**src/hw/acs_pkg.sv**
```systemverilog
// Purpose: Shared constants and types for the calibration sequencer.
// Assumes: 32-bit register port, one word per register, byte addresses.
// Notes: Coefficient defaults give unity correction until a calibration runs.

package acs_pkg;

  // ----------------------------------------------------------------
  // Register map
  // ----------------------------------------------------------------
  localparam logic [7:0] ADDR_MODE = 8'h00;      // Mode code, gain, channel, polarity
  localparam logic [7:0] ADDR_FILTER = 8'h04;    // Output-rate divider word
  localparam logic [7:0] ADDR_DATA = 8'h08;      // Latest corrected word
  localparam logic [7:0] ADDR_STATUS = 8'h0C;    // Ready, busy, pending
  localparam logic [7:0] ADDR_ZS_COEF = 8'h10;   // Zero-scale coefficient, selected channel
  localparam logic [7:0] ADDR_GAIN_COEF = 8'h14; // Normalised gain, selected channel

  // ----------------------------------------------------------------
  // Field positions in the mode and status registers
  // ----------------------------------------------------------------
  localparam int MODE_CODE_LSB = 0;
  localparam int MODE_GAIN_LSB = 3;
  localparam int MODE_CHAN_LSB = 6;
  localparam int MODE_BIPOLAR_BIT = 8;
  localparam int STAT_READY_BIT = 0;
  localparam int STAT_BUSY_BIT = 1;
  localparam int STAT_PEND_BIT = 2;

  // ----------------------------------------------------------------
  // Calibration mode codes
  // ----------------------------------------------------------------
  localparam logic [2:0] CAL_NORMAL = 3'h0;
  localparam logic [2:0] CAL_SELF_FULL = 3'h1;
  localparam logic [2:0] CAL_SYS_ZS = 3'h2;
  localparam logic [2:0] CAL_SYS_FS = 3'h3;
  localparam logic [2:0] CAL_SELF_ZS = 3'h6;
  localparam logic [2:0] CAL_SELF_FS = 3'h7;

  // ----------------------------------------------------------------
  // Timing counts
  // ----------------------------------------------------------------
  localparam logic [6:0] MOD_CNT_MAX = 7'h7F;     // Modulator cycle is 128 clocks
  localparam logic [1:0] STEP_LAST = 2'h2;        // Three periods per calibration step
  localparam logic [1:0] POST_SELF_LAST = 2'h2;   // Three-period input conversion
  localparam logic [1:0] POST_SYS_LAST = 2'h0;    // Single-period input conversion
  localparam logic [3:0] FULL_CAL_PERIODS = 4'h6;
  localparam logic [3:0] ONE_STEP_PERIODS = 4'h3;
  localparam logic [3:0] FULL_READY_PERIODS = 4'h9;
  localparam logic [3:0] SELF_READY_PERIODS = 4'h6;
  localparam logic [3:0] SYS_READY_PERIODS = 4'h4;
  localparam logic [5:0] DIV_STEPS = 6'h2E;       // Quotient bits 46 down to 0

  // ----------------------------------------------------------------
  // Front-end selections and code limits
  // ----------------------------------------------------------------
  localparam logic [1:0] FE_INPUT = 2'h0;         // External analog input pair
  localparam logic [1:0] FE_BIAS = 2'h1;          // Both inputs shorted to bias
  localparam logic [1:0] FE_REF = 2'h2;           // Reference over selected gain
  localparam logic [23:0] BIPOLAR_MID = 24'h800000;
  localparam logic [23:0] CODE_MAX = 24'hFFFFFF;
  localparam int PROD_LSB = 23;

  // ----------------------------------------------------------------
  // Reset values
  // ----------------------------------------------------------------
  localparam logic [25:0] GAIN_RST = 26'h1000000; // Unity for a span of 2^22
  localparam logic [23:0] ZS_RST = 24'h000000;
  localparam logic [11:0] FILTER_RST = 12'h100;
  localparam logic [2:0] GAIN_SEL_RST = 3'h0;
  localparam logic [1:0] CHAN_RST = 2'h0;

  typedef enum logic [3:0] {
    ST_NORM = 4'h1,
    ST_ZS = 4'h2,
    ST_FS = 4'h4,
    ST_POST = 4'h8
  } acs_state_t;

endpackage

```
**src/hw/acs_cal_sequencer.sv**
```systemverilog
// Purpose: Calibration sequencer and result correction for a sigma-delta converter.
// Assumes: raw_word_i is the signed filter word for the current front-end selection.
// Notes: Full-scale results are stored as a normalised gain from a serial divider.
//
// What this block does, and what its host must do
// Code 001 runs zero then full scale
// Self zero-scale shorts inputs to bias
// Self full-scale converts reference over gain
// Full self-calibration takes six periods
// Mode code clears to 000 at end
// Ready held high from start until word
// Full self-calibration ready after nine periods
// Ready rises within one modulator cycle
// Host ignores ready one modulator cycle
// Bipolar zero input gives 800000 hex
// Codes 110/111 run single self steps
// Single self step three, ready six
// Host avoids full-scale without zero-scale
// Single step updates only its coefficient
// Code 010 zero-scale on external input
// Host holds calibration voltage stable
// System zero-scale three, ready four
// Code 011 full-scale on external input
// System full-scale three, ready four
// Bipolar span is midscale to full
// Results go to selected channel coefficients
// Subtract offset, then multiply by gain
// Output period is 128 times filter word
// Code 000 means normal conversions
//
// Added by the designer: the register offsets and the address-and-strobe port.

`timescale 1ns/1ps

module acs_cal_sequencer (
  input wire logic ref_clk_i,
  input wire logic reset_i,
  input wire logic [7:0] addr_i,
  input wire logic [31:0] wr_data_i,
  input wire logic wr_en_i,
  input wire logic rd_en_i,
  input wire logic [23:0] raw_word_i,
  output logic [31:0] rd_data_o,
  output logic data_ready_n_o,
  output logic [1:0] fe_sel_o,
  output logic [2:0] gain_select_field_o,
  output logic [1:0] chan_sel_o
);
  import acs_pkg::*;

  // ----------------------------------------------------------------
  // State
  // ----------------------------------------------------------------
  acs_state_t st_q, st_d;
  logic [1:0] step_q, step_d;            // Periods done in current step
  logic [2:0] code_q, code_d;            // Visible calibration mode code
  logic [2:0] op_q, op_d;                // Calibration being run
  logic pend_q, pend_d;                  // Command waits for modulator edge
  logic bip_q, bip_d;                    // Bipolar range
  logic [2:0] gain_q, gain_d;
  logic [1:0] chan_q, chan_d;
  logic [11:0] filt_q, filt_d;
  logic [23:0] word_q, word_d;           // Data register
  logic data_ready_n_n_q, data_ready_n_n_d;
  logic [1:0] fe_q, fe_d;
  logic [31:0] rdat_q, rdat_d;
  logic [23:0] zs_mem_q [4], zs_mem_d [4];
  logic [25:0] gn_mem_q [4], gn_mem_d [4];
  // Serial divider for the gain coefficient
  logic div_busy_q, div_busy_d;
  logic [5:0] div_cnt_q, div_cnt_d;
  logic [23:0] div_den_q, div_den_d;
  logic [24:0] div_rem_q, div_rem_d;
  logic [25:0] div_quo_q, div_quo_d;
  logic div_ovf_q, div_ovf_d;
  logic [1:0] div_ch_q, div_ch_d;
  // Combinational helpers
  logic mod_tick, period_tick, start, wr_mode, full_op, self_op, sys_op;
  logic word_load, cal_end, post_done;
  logic [1:0] post_last;
  logic [24:0] diff, div_sh;
  logic [51:0] prod;
  logic [28:0] scaled;
  logic [29:0] outv;
  logic [23:0] corr;
  logic [3:0] per_since_q, per_since_d; // Periods since start, for checks only

  // ----------------------------------------------------------------
  // Output-rate timing
  // ----------------------------------------------------------------
  acs_rate_timer u_timer (
    .ref_clk_i(ref_clk_i),
    .reset_i(reset_i),
    .restart_i(start),
    .filter_word_i(filt_q),
    .mod_tick_o(mod_tick),
    .period_tick_o(period_tick)
  );

  // ----------------------------------------------------------------
  // Correction datapath
  // ----------------------------------------------------------------
  // Offset first, then gain; clamps keep the code inside 24 bits
  always_comb begin
    diff = $signed({raw_word_i[23], raw_word_i}) - $signed({zs_mem_q[chan_q][23], zs_mem_q[chan_q]});
    prod = $signed(diff) * $signed({1'h0, gn_mem_q[chan_q]});
    scaled = prod[51:PROD_LSB];
    if (bip_q) begin
      outv = $signed({scaled[28], scaled}) + $signed({6'h00, BIPOLAR_MID});
    end else begin
      outv = {scaled, 1'h0}; // Unipolar span covers the whole code range
    end
    if (outv[29]) begin
      corr = 24'h000000;
    end else if (outv[28:24] != 5'h00) begin
      corr = CODE_MAX;
    end else begin
      corr = outv[23:0];
    end
  end

  // ----------------------------------------------------------------
  // Sequencer, registers and divider: next values
  // ----------------------------------------------------------------
  always_comb begin
    st_d = st_q;
    step_d = step_q;
    code_d = code_q;
    op_d = op_q;
    pend_d = pend_q;
    bip_d = bip_q;
    gain_d = gain_q;
    chan_d = chan_q;
    filt_d = filt_q;
    word_d = word_q;
    data_ready_n_n_d = data_ready_n_n_q;
    zs_mem_d = zs_mem_q;
    gn_mem_d = gn_mem_q;
    div_busy_d = div_busy_q;
    div_cnt_d = div_cnt_q;
    div_den_d = div_den_q;
    div_rem_d = div_rem_q;
    div_quo_d = div_quo_q;
    div_ovf_d = div_ovf_q;
    div_ch_d = div_ch_q;
    word_load = 1'h0;
    cal_end = 1'h0;
    post_done = 1'h0;
    full_op = (op_q == CAL_SELF_FULL);
    self_op = (op_q == CAL_SELF_FULL) || (op_q == CAL_SELF_ZS) || (op_q == CAL_SELF_FS);
    sys_op = (op_q == CAL_SYS_ZS) || (op_q == CAL_SYS_FS);
    post_last = sys_op ? POST_SYS_LAST : POST_SELF_LAST;
    wr_mode = wr_en_i && (addr_i == ADDR_MODE);
    // Start waits for a modulator edge so periods line up with it
    start = pend_q && mod_tick;
    if (start) begin
      st_d = ((op_q == CAL_SELF_FS) || (op_q == CAL_SYS_FS)) ? ST_FS : ST_ZS;
      step_d = 2'h0;
      pend_d = 1'h0;
      data_ready_n_n_d = 1'h1;
    end else if (period_tick) begin
      unique case (st_q)
        ST_NORM: begin
          // Normal conversions only when no command waits
          if (!pend_q) begin
            word_load = 1'h1;
          end
        end
        ST_ZS: begin
          if (step_q == STEP_LAST) begin
            zs_mem_d[chan_q] = raw_word_i;
            step_d = 2'h0;
            if (full_op) begin
              st_d = ST_FS;
            end else begin
              st_d = ST_POST;
              code_d = CAL_NORMAL;
              cal_end = 1'h1;
            end
          end else begin
            step_d = step_q + 2'h1;
          end
        end
        ST_FS: begin
          if (step_q == STEP_LAST) begin
            // Gain becomes 2^46 over the measured span
            div_busy_d = 1'h1;
            div_cnt_d = DIV_STEPS;
            div_den_d = (diff[24] || (diff == 25'h0000000)) ? 24'h000001 : diff[23:0];
            div_rem_d = 25'h0000000;
            div_quo_d = 26'h0000000;
            div_ovf_d = 1'h0;
            div_ch_d = chan_q;
            step_d = 2'h0;
            st_d = ST_POST;
            code_d = CAL_NORMAL;
            cal_end = 1'h1;
          end else begin
            step_d = step_q + 2'h1;
          end
        end
        ST_POST: begin
          if (step_q == post_last) begin
            word_load = 1'h1;
            post_done = 1'h1;
            st_d = ST_NORM;
          end else begin
            step_d = step_q + 2'h1;
          end
        end
      endcase
    end
    // Divider: one quotient bit per clock, done long before the next word
    div_sh = {div_rem_q[23:0], (div_cnt_q == DIV_STEPS)};
    if (div_busy_q) begin
      if (div_sh >= {1'h0, div_den_q}) begin
        div_rem_d = div_sh - {1'h0, div_den_q};
        div_quo_d = {div_quo_q[24:0], 1'h1};
      end else begin
        div_rem_d = div_sh;
        div_quo_d = {div_quo_q[24:0], 1'h0};
      end
      div_ovf_d = div_ovf_q || div_quo_q[25];
      div_cnt_d = div_cnt_q - 6'h01;
      if (div_cnt_q == 6'h00) begin
        div_busy_d = 1'h0;
        gn_mem_d[div_ch_q] = (div_ovf_q || div_quo_q[25]) ? {26{1'h1}} : div_quo_d;
      end
    end
    // New word pulls ready low; set wins over a same-cycle read
    if (word_load) begin
      word_d = corr;
      data_ready_n_n_d = 1'h0;
    end else if (rd_en_i && (addr_i == ADDR_DATA)) begin
      data_ready_n_n_d = 1'h1;
    end
    // Register writes
    if (wr_mode) begin
      gain_d = wr_data_i[MODE_GAIN_LSB +: 3];
      chan_d = wr_data_i[MODE_CHAN_LSB +: 2];
      bip_d = wr_data_i[MODE_BIPOLAR_BIT];
      unique case (wr_data_i[MODE_CODE_LSB +: 3])
        CAL_NORMAL: begin
          // Aborts any calibration in progress
          code_d = CAL_NORMAL;
          pend_d = 1'h0;
          st_d = ST_NORM;
        end
        CAL_SELF_FULL, CAL_SYS_ZS, CAL_SYS_FS, CAL_SELF_ZS, CAL_SELF_FS: begin
          // A new command restarts from the next modulator edge
          code_d = wr_data_i[MODE_CODE_LSB +: 3];
          op_d = wr_data_i[MODE_CODE_LSB +: 3];
          pend_d = 1'h1;
          st_d = ST_NORM;
        end
        default: begin
          // Unsupported codes leave the mode code as it was
          code_d = code_q;
        end
      endcase
    end
    if (wr_en_i && (addr_i == ADDR_FILTER)) begin
      filt_d = wr_data_i[11:0];
    end
    // Front end follows the next state
    if ((st_d == ST_ZS) && self_op_next(op_d)) begin
      fe_d = FE_BIAS;
    end else if ((st_d == ST_FS) && self_op_next(op_d)) begin
      fe_d = FE_REF;
    end else begin
      fe_d = FE_INPUT;
    end
    // Read data stands only in the cycle after the strobe
    rdat_d = 32'h00000000;
    if (rd_en_i) begin
      unique case (addr_i)
        ADDR_MODE: rdat_d = {23'h000000, bip_q, chan_q, gain_q, code_q};
        ADDR_FILTER: rdat_d = {20'h00000, filt_q};
        ADDR_DATA: rdat_d = {8'h00, word_q};
        ADDR_STATUS: rdat_d = {29'h00000000, pend_q, (st_q != ST_NORM), data_ready_n_n_q};
        ADDR_ZS_COEF: rdat_d = {8'h00, zs_mem_q[chan_q]};
        ADDR_GAIN_COEF: rdat_d = {6'h00, gn_mem_q[chan_q]};
        default: rdat_d = 32'h00000000;
      endcase
    end
    // Period count since start, used by the checks
    per_since_d = per_since_q;
    if (start) begin
      per_since_d = 4'h0;
    end else if (period_tick && (per_since_q != 4'hF)) begin
      per_since_d = per_since_q + 4'h1;
    end
  end

  // Self-calibration test on the op that the next state will run
  function automatic logic self_op_next(input logic [2:0] op);
    self_op_next = (op == CAL_SELF_FULL) || (op == CAL_SELF_ZS) || (op == CAL_SELF_FS);
  endfunction

  // ----------------------------------------------------------------
  // Registers only
  // ----------------------------------------------------------------
  always_ff @(posedge ref_clk_i or posedge reset_i) begin
    if (reset_i) begin
      st_q <= ST_NORM;
      step_q <= 2'h0;
      code_q <= CAL_NORMAL;
      op_q <= CAL_NORMAL;
      pend_q <= 1'h0;
      bip_q <= 1'h0;
      gain_q <= GAIN_SEL_RST;
      chan_q <= CHAN_RST;
      filt_q <= FILTER_RST;
      word_q <= 24'h000000;
      data_ready_n_n_q <= 1'h1;
      fe_q <= FE_INPUT;
      rdat_q <= 32'h00000000;
      for (int i = 0; i < 4; i++) begin
        zs_mem_q[i] <= ZS_RST;
        gn_mem_q[i] <= GAIN_RST;
      end
      div_busy_q <= 1'h0;
      div_cnt_q <= 6'h00;
      div_den_q <= 24'h000001;
      div_rem_q <= 25'h0000000;
      div_quo_q <= 26'h0000000;
      div_ovf_q <= 1'h0;
      div_ch_q <= 2'h0;
      per_since_q <= 4'h0;
    end else begin
      st_q <= st_d;
      step_q <= step_d;
      code_q <= code_d;
      op_q <= op_d;
      pend_q <= pend_d;
      bip_q <= bip_d;
      gain_q <= gain_d;
      chan_q <= chan_d;
      filt_q <= filt_d;
      word_q <= word_d;
      data_ready_n_n_q <= data_ready_n_n_d;
      fe_q <= fe_d;
      rdat_q <= rdat_d;
      zs_mem_q <= zs_mem_d;
      gn_mem_q <= gn_mem_d;
      div_busy_q <= div_busy_d;
      div_cnt_q <= div_cnt_d;
      div_den_q <= div_den_d;
      div_rem_q <= div_rem_d;
      div_quo_q <= div_quo_d;
      div_ovf_q <= div_ovf_d;
      div_ch_q <= div_ch_d;
      per_since_q <= per_since_d;
    end
  end

  assign rd_data_o = rdat_q;
  assign data_ready_n_o = data_ready_n_n_q;
  assign fe_sel_o = fe_q;
  assign gain_select_field_o = gain_q;
  assign chan_sel_o = chan_q;
endmodule

```
**src/hw/acs_rate_timer.sv**
```systemverilog
// Purpose: Modulator-cycle and output-period tick generator.
// Assumes: Filter word is the decimal output-rate divider.
// Notes: A zero filter word is treated as one to keep ticks alive.

`timescale 1ns/1ps

module acs_rate_timer (
  input wire logic ref_clk_i,
  input wire logic reset_i,
  input wire logic restart_i,
  input wire logic [11:0] filter_word_i,
  output logic mod_tick_o,
  output logic period_tick_o
);
  import acs_pkg::*;

  logic [6:0] mod_cnt_q; // Clocks within a modulator cycle
  logic [6:0] mod_cnt_d;
  logic [11:0] per_cnt_q; // Modulator cycles within a period
  logic [11:0] per_cnt_d;
  logic [11:0] n_eff;

  // ----------------------------------------------------------------
  // Next counts and ticks
  // ----------------------------------------------------------------
  always_comb begin
    n_eff = (filter_word_i == 12'h000) ? 12'h001 : filter_word_i;
    mod_tick_o = (mod_cnt_q == MOD_CNT_MAX);
    period_tick_o = mod_tick_o && (per_cnt_q == n_eff - 12'h001);
    mod_cnt_d = mod_cnt_q + 7'h01;
    per_cnt_d = per_cnt_q;
    if (period_tick_o) begin
      per_cnt_d = 12'h000;
    end else if (mod_tick_o) begin
      per_cnt_d = per_cnt_q + 12'h001;
    end
    // Restart aligns periods to the calibration start
    if (restart_i) begin
      mod_cnt_d = 7'h00;
      per_cnt_d = 12'h000;
    end
  end

  // Registers only
  always_ff @(posedge ref_clk_i or posedge reset_i) begin
    if (reset_i) begin
      mod_cnt_q <= 7'h00;
      per_cnt_q <= 12'h000;
    end else begin
      mod_cnt_q <= mod_cnt_d;
      per_cnt_q <= per_cnt_d;
    end
  end

endmodule

```
**config.mk**
```make
export PLATFORM = sky130hd
export DESIGN_NAME = acs_cal_sequencer
export DESIGN_NICKNAME = d
export VERILOG_FILES = /design/src/hw/acs_pkg.sv /design/src/hw/acs_cal_sequencer.sv /design/src/hw/acs_rate_timer.sv
export SDC_FILE = /design/constraint.sdc
export NUM_CORES = 2
export LEC_CHECK = 0
export BUFFER_PORTS_ARGS = -buffer_cell sky130_fd_sc_hd__buf_2
export CORE_MARGIN = 2
export CORE_UTILIZATION = 65
export CTS_CLUSTER_DIAMETER = 80
export DETAILED_ROUTE_END_ITERATION = 8
export GPL_TIMING_DRIVEN = 0
export MAX_ROUTING_LAYER = met4
export PLACE_DENSITY = 0.82
export SYNTH_ARGS = -nofsm -noshare
export SYNTH_HDL_FRONTEND = slang
export SYNTH_HIERARCHICAL = 1
export SYNTH_SLANG_ARGS = --single-unit
```
**constraint.sdc**
```tcl
create_clock -name ref_clk_i -period 19.1 [get_ports ref_clk_i]
set_clock_uncertainty 0.2 [all_clocks]
set_input_delay 1.91 -clock ref_clk_i [delete_from_list [all_inputs] [get_ports ref_clk_i]]
set_output_delay 1.91 -clock ref_clk_i [all_outputs]
set_load 0.01 [all_outputs]
```
==> flow_metrics.env <==
export IMPL_required_ns=19.35
export IMPL_crit_path_end_kind="flip-flop"
export IMPL_slew_violations=9
export IMPL_fin_setup_tns_ns=0
export IMPL_synth_top_area_share_pct=26.5
export IMPL_cpMaxStageDelayCell="nor3_1"
export IMPL_failed_checks="capacitance limit, slew limit"
export IMPL_ys_warn_count=6
export IMPL_cap_violations=1
export IMPL_drc=0
export IMPL_final_common_cell="inv_1"
export IMPL_critPathMaxStageDelay_ns=0.84
export IMPL_drt_antenna_violating_nets=0
export IMPL_pwr_share_clk_pct=29.3
export IMPL_netlist_area_um2=41500
export IMPL_cp_max_fo=10
export IMPL_status="complete, but fails checks"
export IMPL_dieArea_um2=65900
export IMPL_antenna_found_initial=8
export IMPL_syn_inst=4465
export IMPL_cts_setup_buffers=0
export IMPL_drt_total_wl_um=131000
export IMPL_setup_violations=0
export IMPL_yosys_cell_types_count=94
export IMPL_rsz0062_at_grt="false"
export IMPL_route_vias_total=34100
export IMPL_synth_main_ff_cell="dfrtp_1"
export IMPL_max_freq_mhz=66.9
export IMPL_dp_slack_ns=4.74
export IMPL_cts_inserted_buffers=40
export IMPL_fin_nets=5497
export IMPL_hold_path_class="reg -> reg"
export IMPL_avgSynthCellArea_um2=9.30
export IMPL_cts_resized=0
export IMPL_p_leak_nw=22.3
export IMPL_cts_tree="yes"
export IMPL_vias_per_cell=6.19
export IMPL_startpoint_type="flip-flop"
export IMPL_yosysTopAreaCell="fa_1"
export IMPL_drt_iter0_markers=3402
export IMPL_first_global_vias=34800
export IMPL_ys_async_sr_fraction_pct=100
export IMPL_synth_edf_count=0
export IMPL_first_pass_iters=7
export IMPL_clkTransAtPathRegs_ns=0.07
export IMPL_initial_core_util_pct=65.9
export IMPL_synthTopCellsByArea="fa_1, dfrtp_1, ha_1"
export IMPL_final_hold_viol_count=0
export IMPL_ctsHoldBuffers=0
export IMPL_synth_seq_cells=387
export IMPL_area_growth_syn_to_layout_pct=8.34
export IMPL_power_switching_mw=1.10
export IMPL_period_minus_slack_ns=14.94
export IMPL_worst_slack_ns=4.16
export IMPL_min_period_over_period_pct=78.2
export IMPL_track_usage_pct=42.1
export IMPL_htree_levels=2
export IMPL_grt_pass1_wl_um=203000
export IMPL_cts_max_path_buffers=3
export IMPL_power_density_nw_per_um2=62.2
export IMPL_sw_frac_of_total_pct=39.2
export IMPL_fp_row_count=92
export IMPL_io_pins=108
export IMPL_pwr_share_seq_pct=31.3
export IMPL_tightestPinTransition_ns=1.52
export IMPL_grt_max_degree=125
export IMPL_critical_path_class="reg -> reg"
export IMPL_yosysSeqAreaShare_pct=23.3
export IMPL_relSlewSlack_pct=-2.26
export IMPL_cp_data_arrival_time_ns=15.19
export IMPL_ir_drop_mv=0.0864
export IMPL_core_area_um2=63100
export IMPL_wl_per_cell_um=23.8
export IMPL_crit_path_frequent_cell="fa_1"
export IMPL_die_h_um=257
export IMPL_routabilityCongestion=1.06
export IMPL_grt_ovfl_total=0
export IMPL_root_buffer="clkbuf_16"
export IMPL_power_internal_mw=1.70
export IMPL_cts_sinks=387
export IMPL_pwr_share_comb_pct=39.4
export IMPL_die_x_um=257
export IMPL_hpwl_um=101000
export IMPL_port_buffers=80
export IMPL_layout_common_cells="inv_1, nand2_1, fa_1, dfrtp_1, nor2_1"
export IMPL_clk_latency_ns=0.59
export IMPL_drive_above_1_share_pct=10.1
==> cell type report <==
class,count,area (um^2)
Multi-Input combinational cell,3163,28600
Fill cell,4798,18100
Sequential cell,387,9690
Inverter,693,2610
Clock buffer,55,1170
Tap cell,846,1060
Buffer,227,905
Timing Repair Buffer,103,761
Clock inverter,19,215
Antenna cell,13,32.5
==> layer usage <==
layer	share of wire [%]	vias to the layer above	track usage [%]
li1	-	14600	-
met1	37	17000	52.7
met2	44	1989	61.1
met3	12	473	12.1
met4	6.8	0	24.5
met5	0	-	-
==> synthesized netlist by cell type, types with 8 or more instances <==
library cell and count:
or2_2 11, dfrtp_1 379, a21oi_1 143, nand2b_1 20, or3_1 13, mux4_2 32
nand4_1 25, nor2b_1 31, and3_1 21, nor2_1 342, o21a_1 33, a22oi_1 29
mux2i_1 44, mux2_2 152, nand2_1 680, xnor2_1 62, buf_1 19, clkbuf_1 193
o21ai_0 176, a22o_1 24, nor4_1 8, o21ai_2 17, dfstp_2 8, and2_1 76
ha_1 264, o21ai_1 25, a211oi_1 12, a21o_1 38, a31oi_1 15, nand3_1 42
inv_1 692, fa_1 550, nor3_1 41, o21bai_1 24, xor2_1 44, o31ai_1 13
o22ai_1 28, nand3b_1 10
==> per-stage QoR <==
stage | instance area (um^2) | std cells | util (%) | hold WS, ns | total power, mW
final | 45000 | 5506 | 71.3 | 0.278 | 2.80
after global routing | 45000 | 5500 | 71.3 | 0.300 | 2.92
after CTS | 44900 | 5491 | 71.2 | 0.278 | 2.77
after detailed placement | 43500 | 5417 | 69.0 | 0.264 | 1.94
after global placement | 43000 | 5396 | 68.2 | 0.256 | 1.91
after floorplan | 41600 | 4470 | - | 0.241 | 1.58
==> state kept, by name, indices dropped and copies added, names as in the netlist, 3 cells and up <==
register / flops
div_den_q: 24
word_q: 24
div_cnt_q: 6
filt_q: 12
div_quo_q: 26
rd_data_o: 26
zs_mem_q: 96
op_q: 3
u_timer/per_cnt_q: 12
div_rem_q: 24
st_q: 4
code_q: 3
u_timer/mod_cnt_q: 7
gn_mem_q: 104
gain_select_field_o: 3
==> worst max-delay path: cells and delay by family, from the launching register on <==
| kind | cells | cell delay, ns |
|---|---|---|
| adder cells (fa/ha/maj) | 10 | 4.30 |
| buffers and inverters | 13 | 4.19 |
| AND/OR/NAND/NOR | 13 | 3.08 |
| AO/OA/AOI/OAI | 12 | 2.10 |
| multiplexers | 1 | 0.46 |
| flip-flops | 1 | 0.42 |
==> final timing paths <==
kind | endpoint | slack, ns | cells past startpoint | start
worst max register to register | word_q[15]$_DFFE_PP0P_ | 4.16 | 49 | chan_sel_o[1]$_DFFE_PP0P_
min in group asynchronous | rd_data_o[2]$_DFF_PP0_ | 1.18 | 2 | reset_i
worst min-delay path | gn_mem_q[28]$_DFFE_PP0P_ | 0.28 | 2 | gn_mem_q[28]$_DFFE_PP0P_
worst max-delay path | word_q[15]$_DFFE_PP0P_ | 4.16 | 49 | chan_sel_o[1]$_DFFE_PP0P_
worst min register to register | gn_mem_q[28]$_DFFE_PP0P_ | 0.28 | 2 | gn_mem_q[28]$_DFFE_PP0P_
max in group asynchronous | div_rem_q[8]$_DFFE_PP0P_ | 15.66 | 5 | reset_i
==> cell families after synthesis <==
| group | Yosys count | share of synthesized area [%] |
|---|---|---|
| compound gates | 652 | 10.2 |
| xor+xnor | 107 | 2.27 |
| fa+ha+maj | 814 | 34.5 |
| buf+inv | 920 | 8.44 |
| flops | 387 | 23.3 |
| mux | 230 | 7.03 |
| other cells | 1 | 0.00903 |
| simple gates | 1354 | 14.2 |
==> power by group through the flow <==
stage                     Combinational, mW  Sequential [mW]  Clock (mW)
after global routing                   1.19            0.877       0.856
after detailed placement               1.06            0.888           0
after CTS                              1.07            0.874       0.822
after floorplan                       0.699            0.876           0
final                                  1.10            0.877       0.820
after global placement                 1.03            0.888           0
Power figures use the tool's default switching activity.
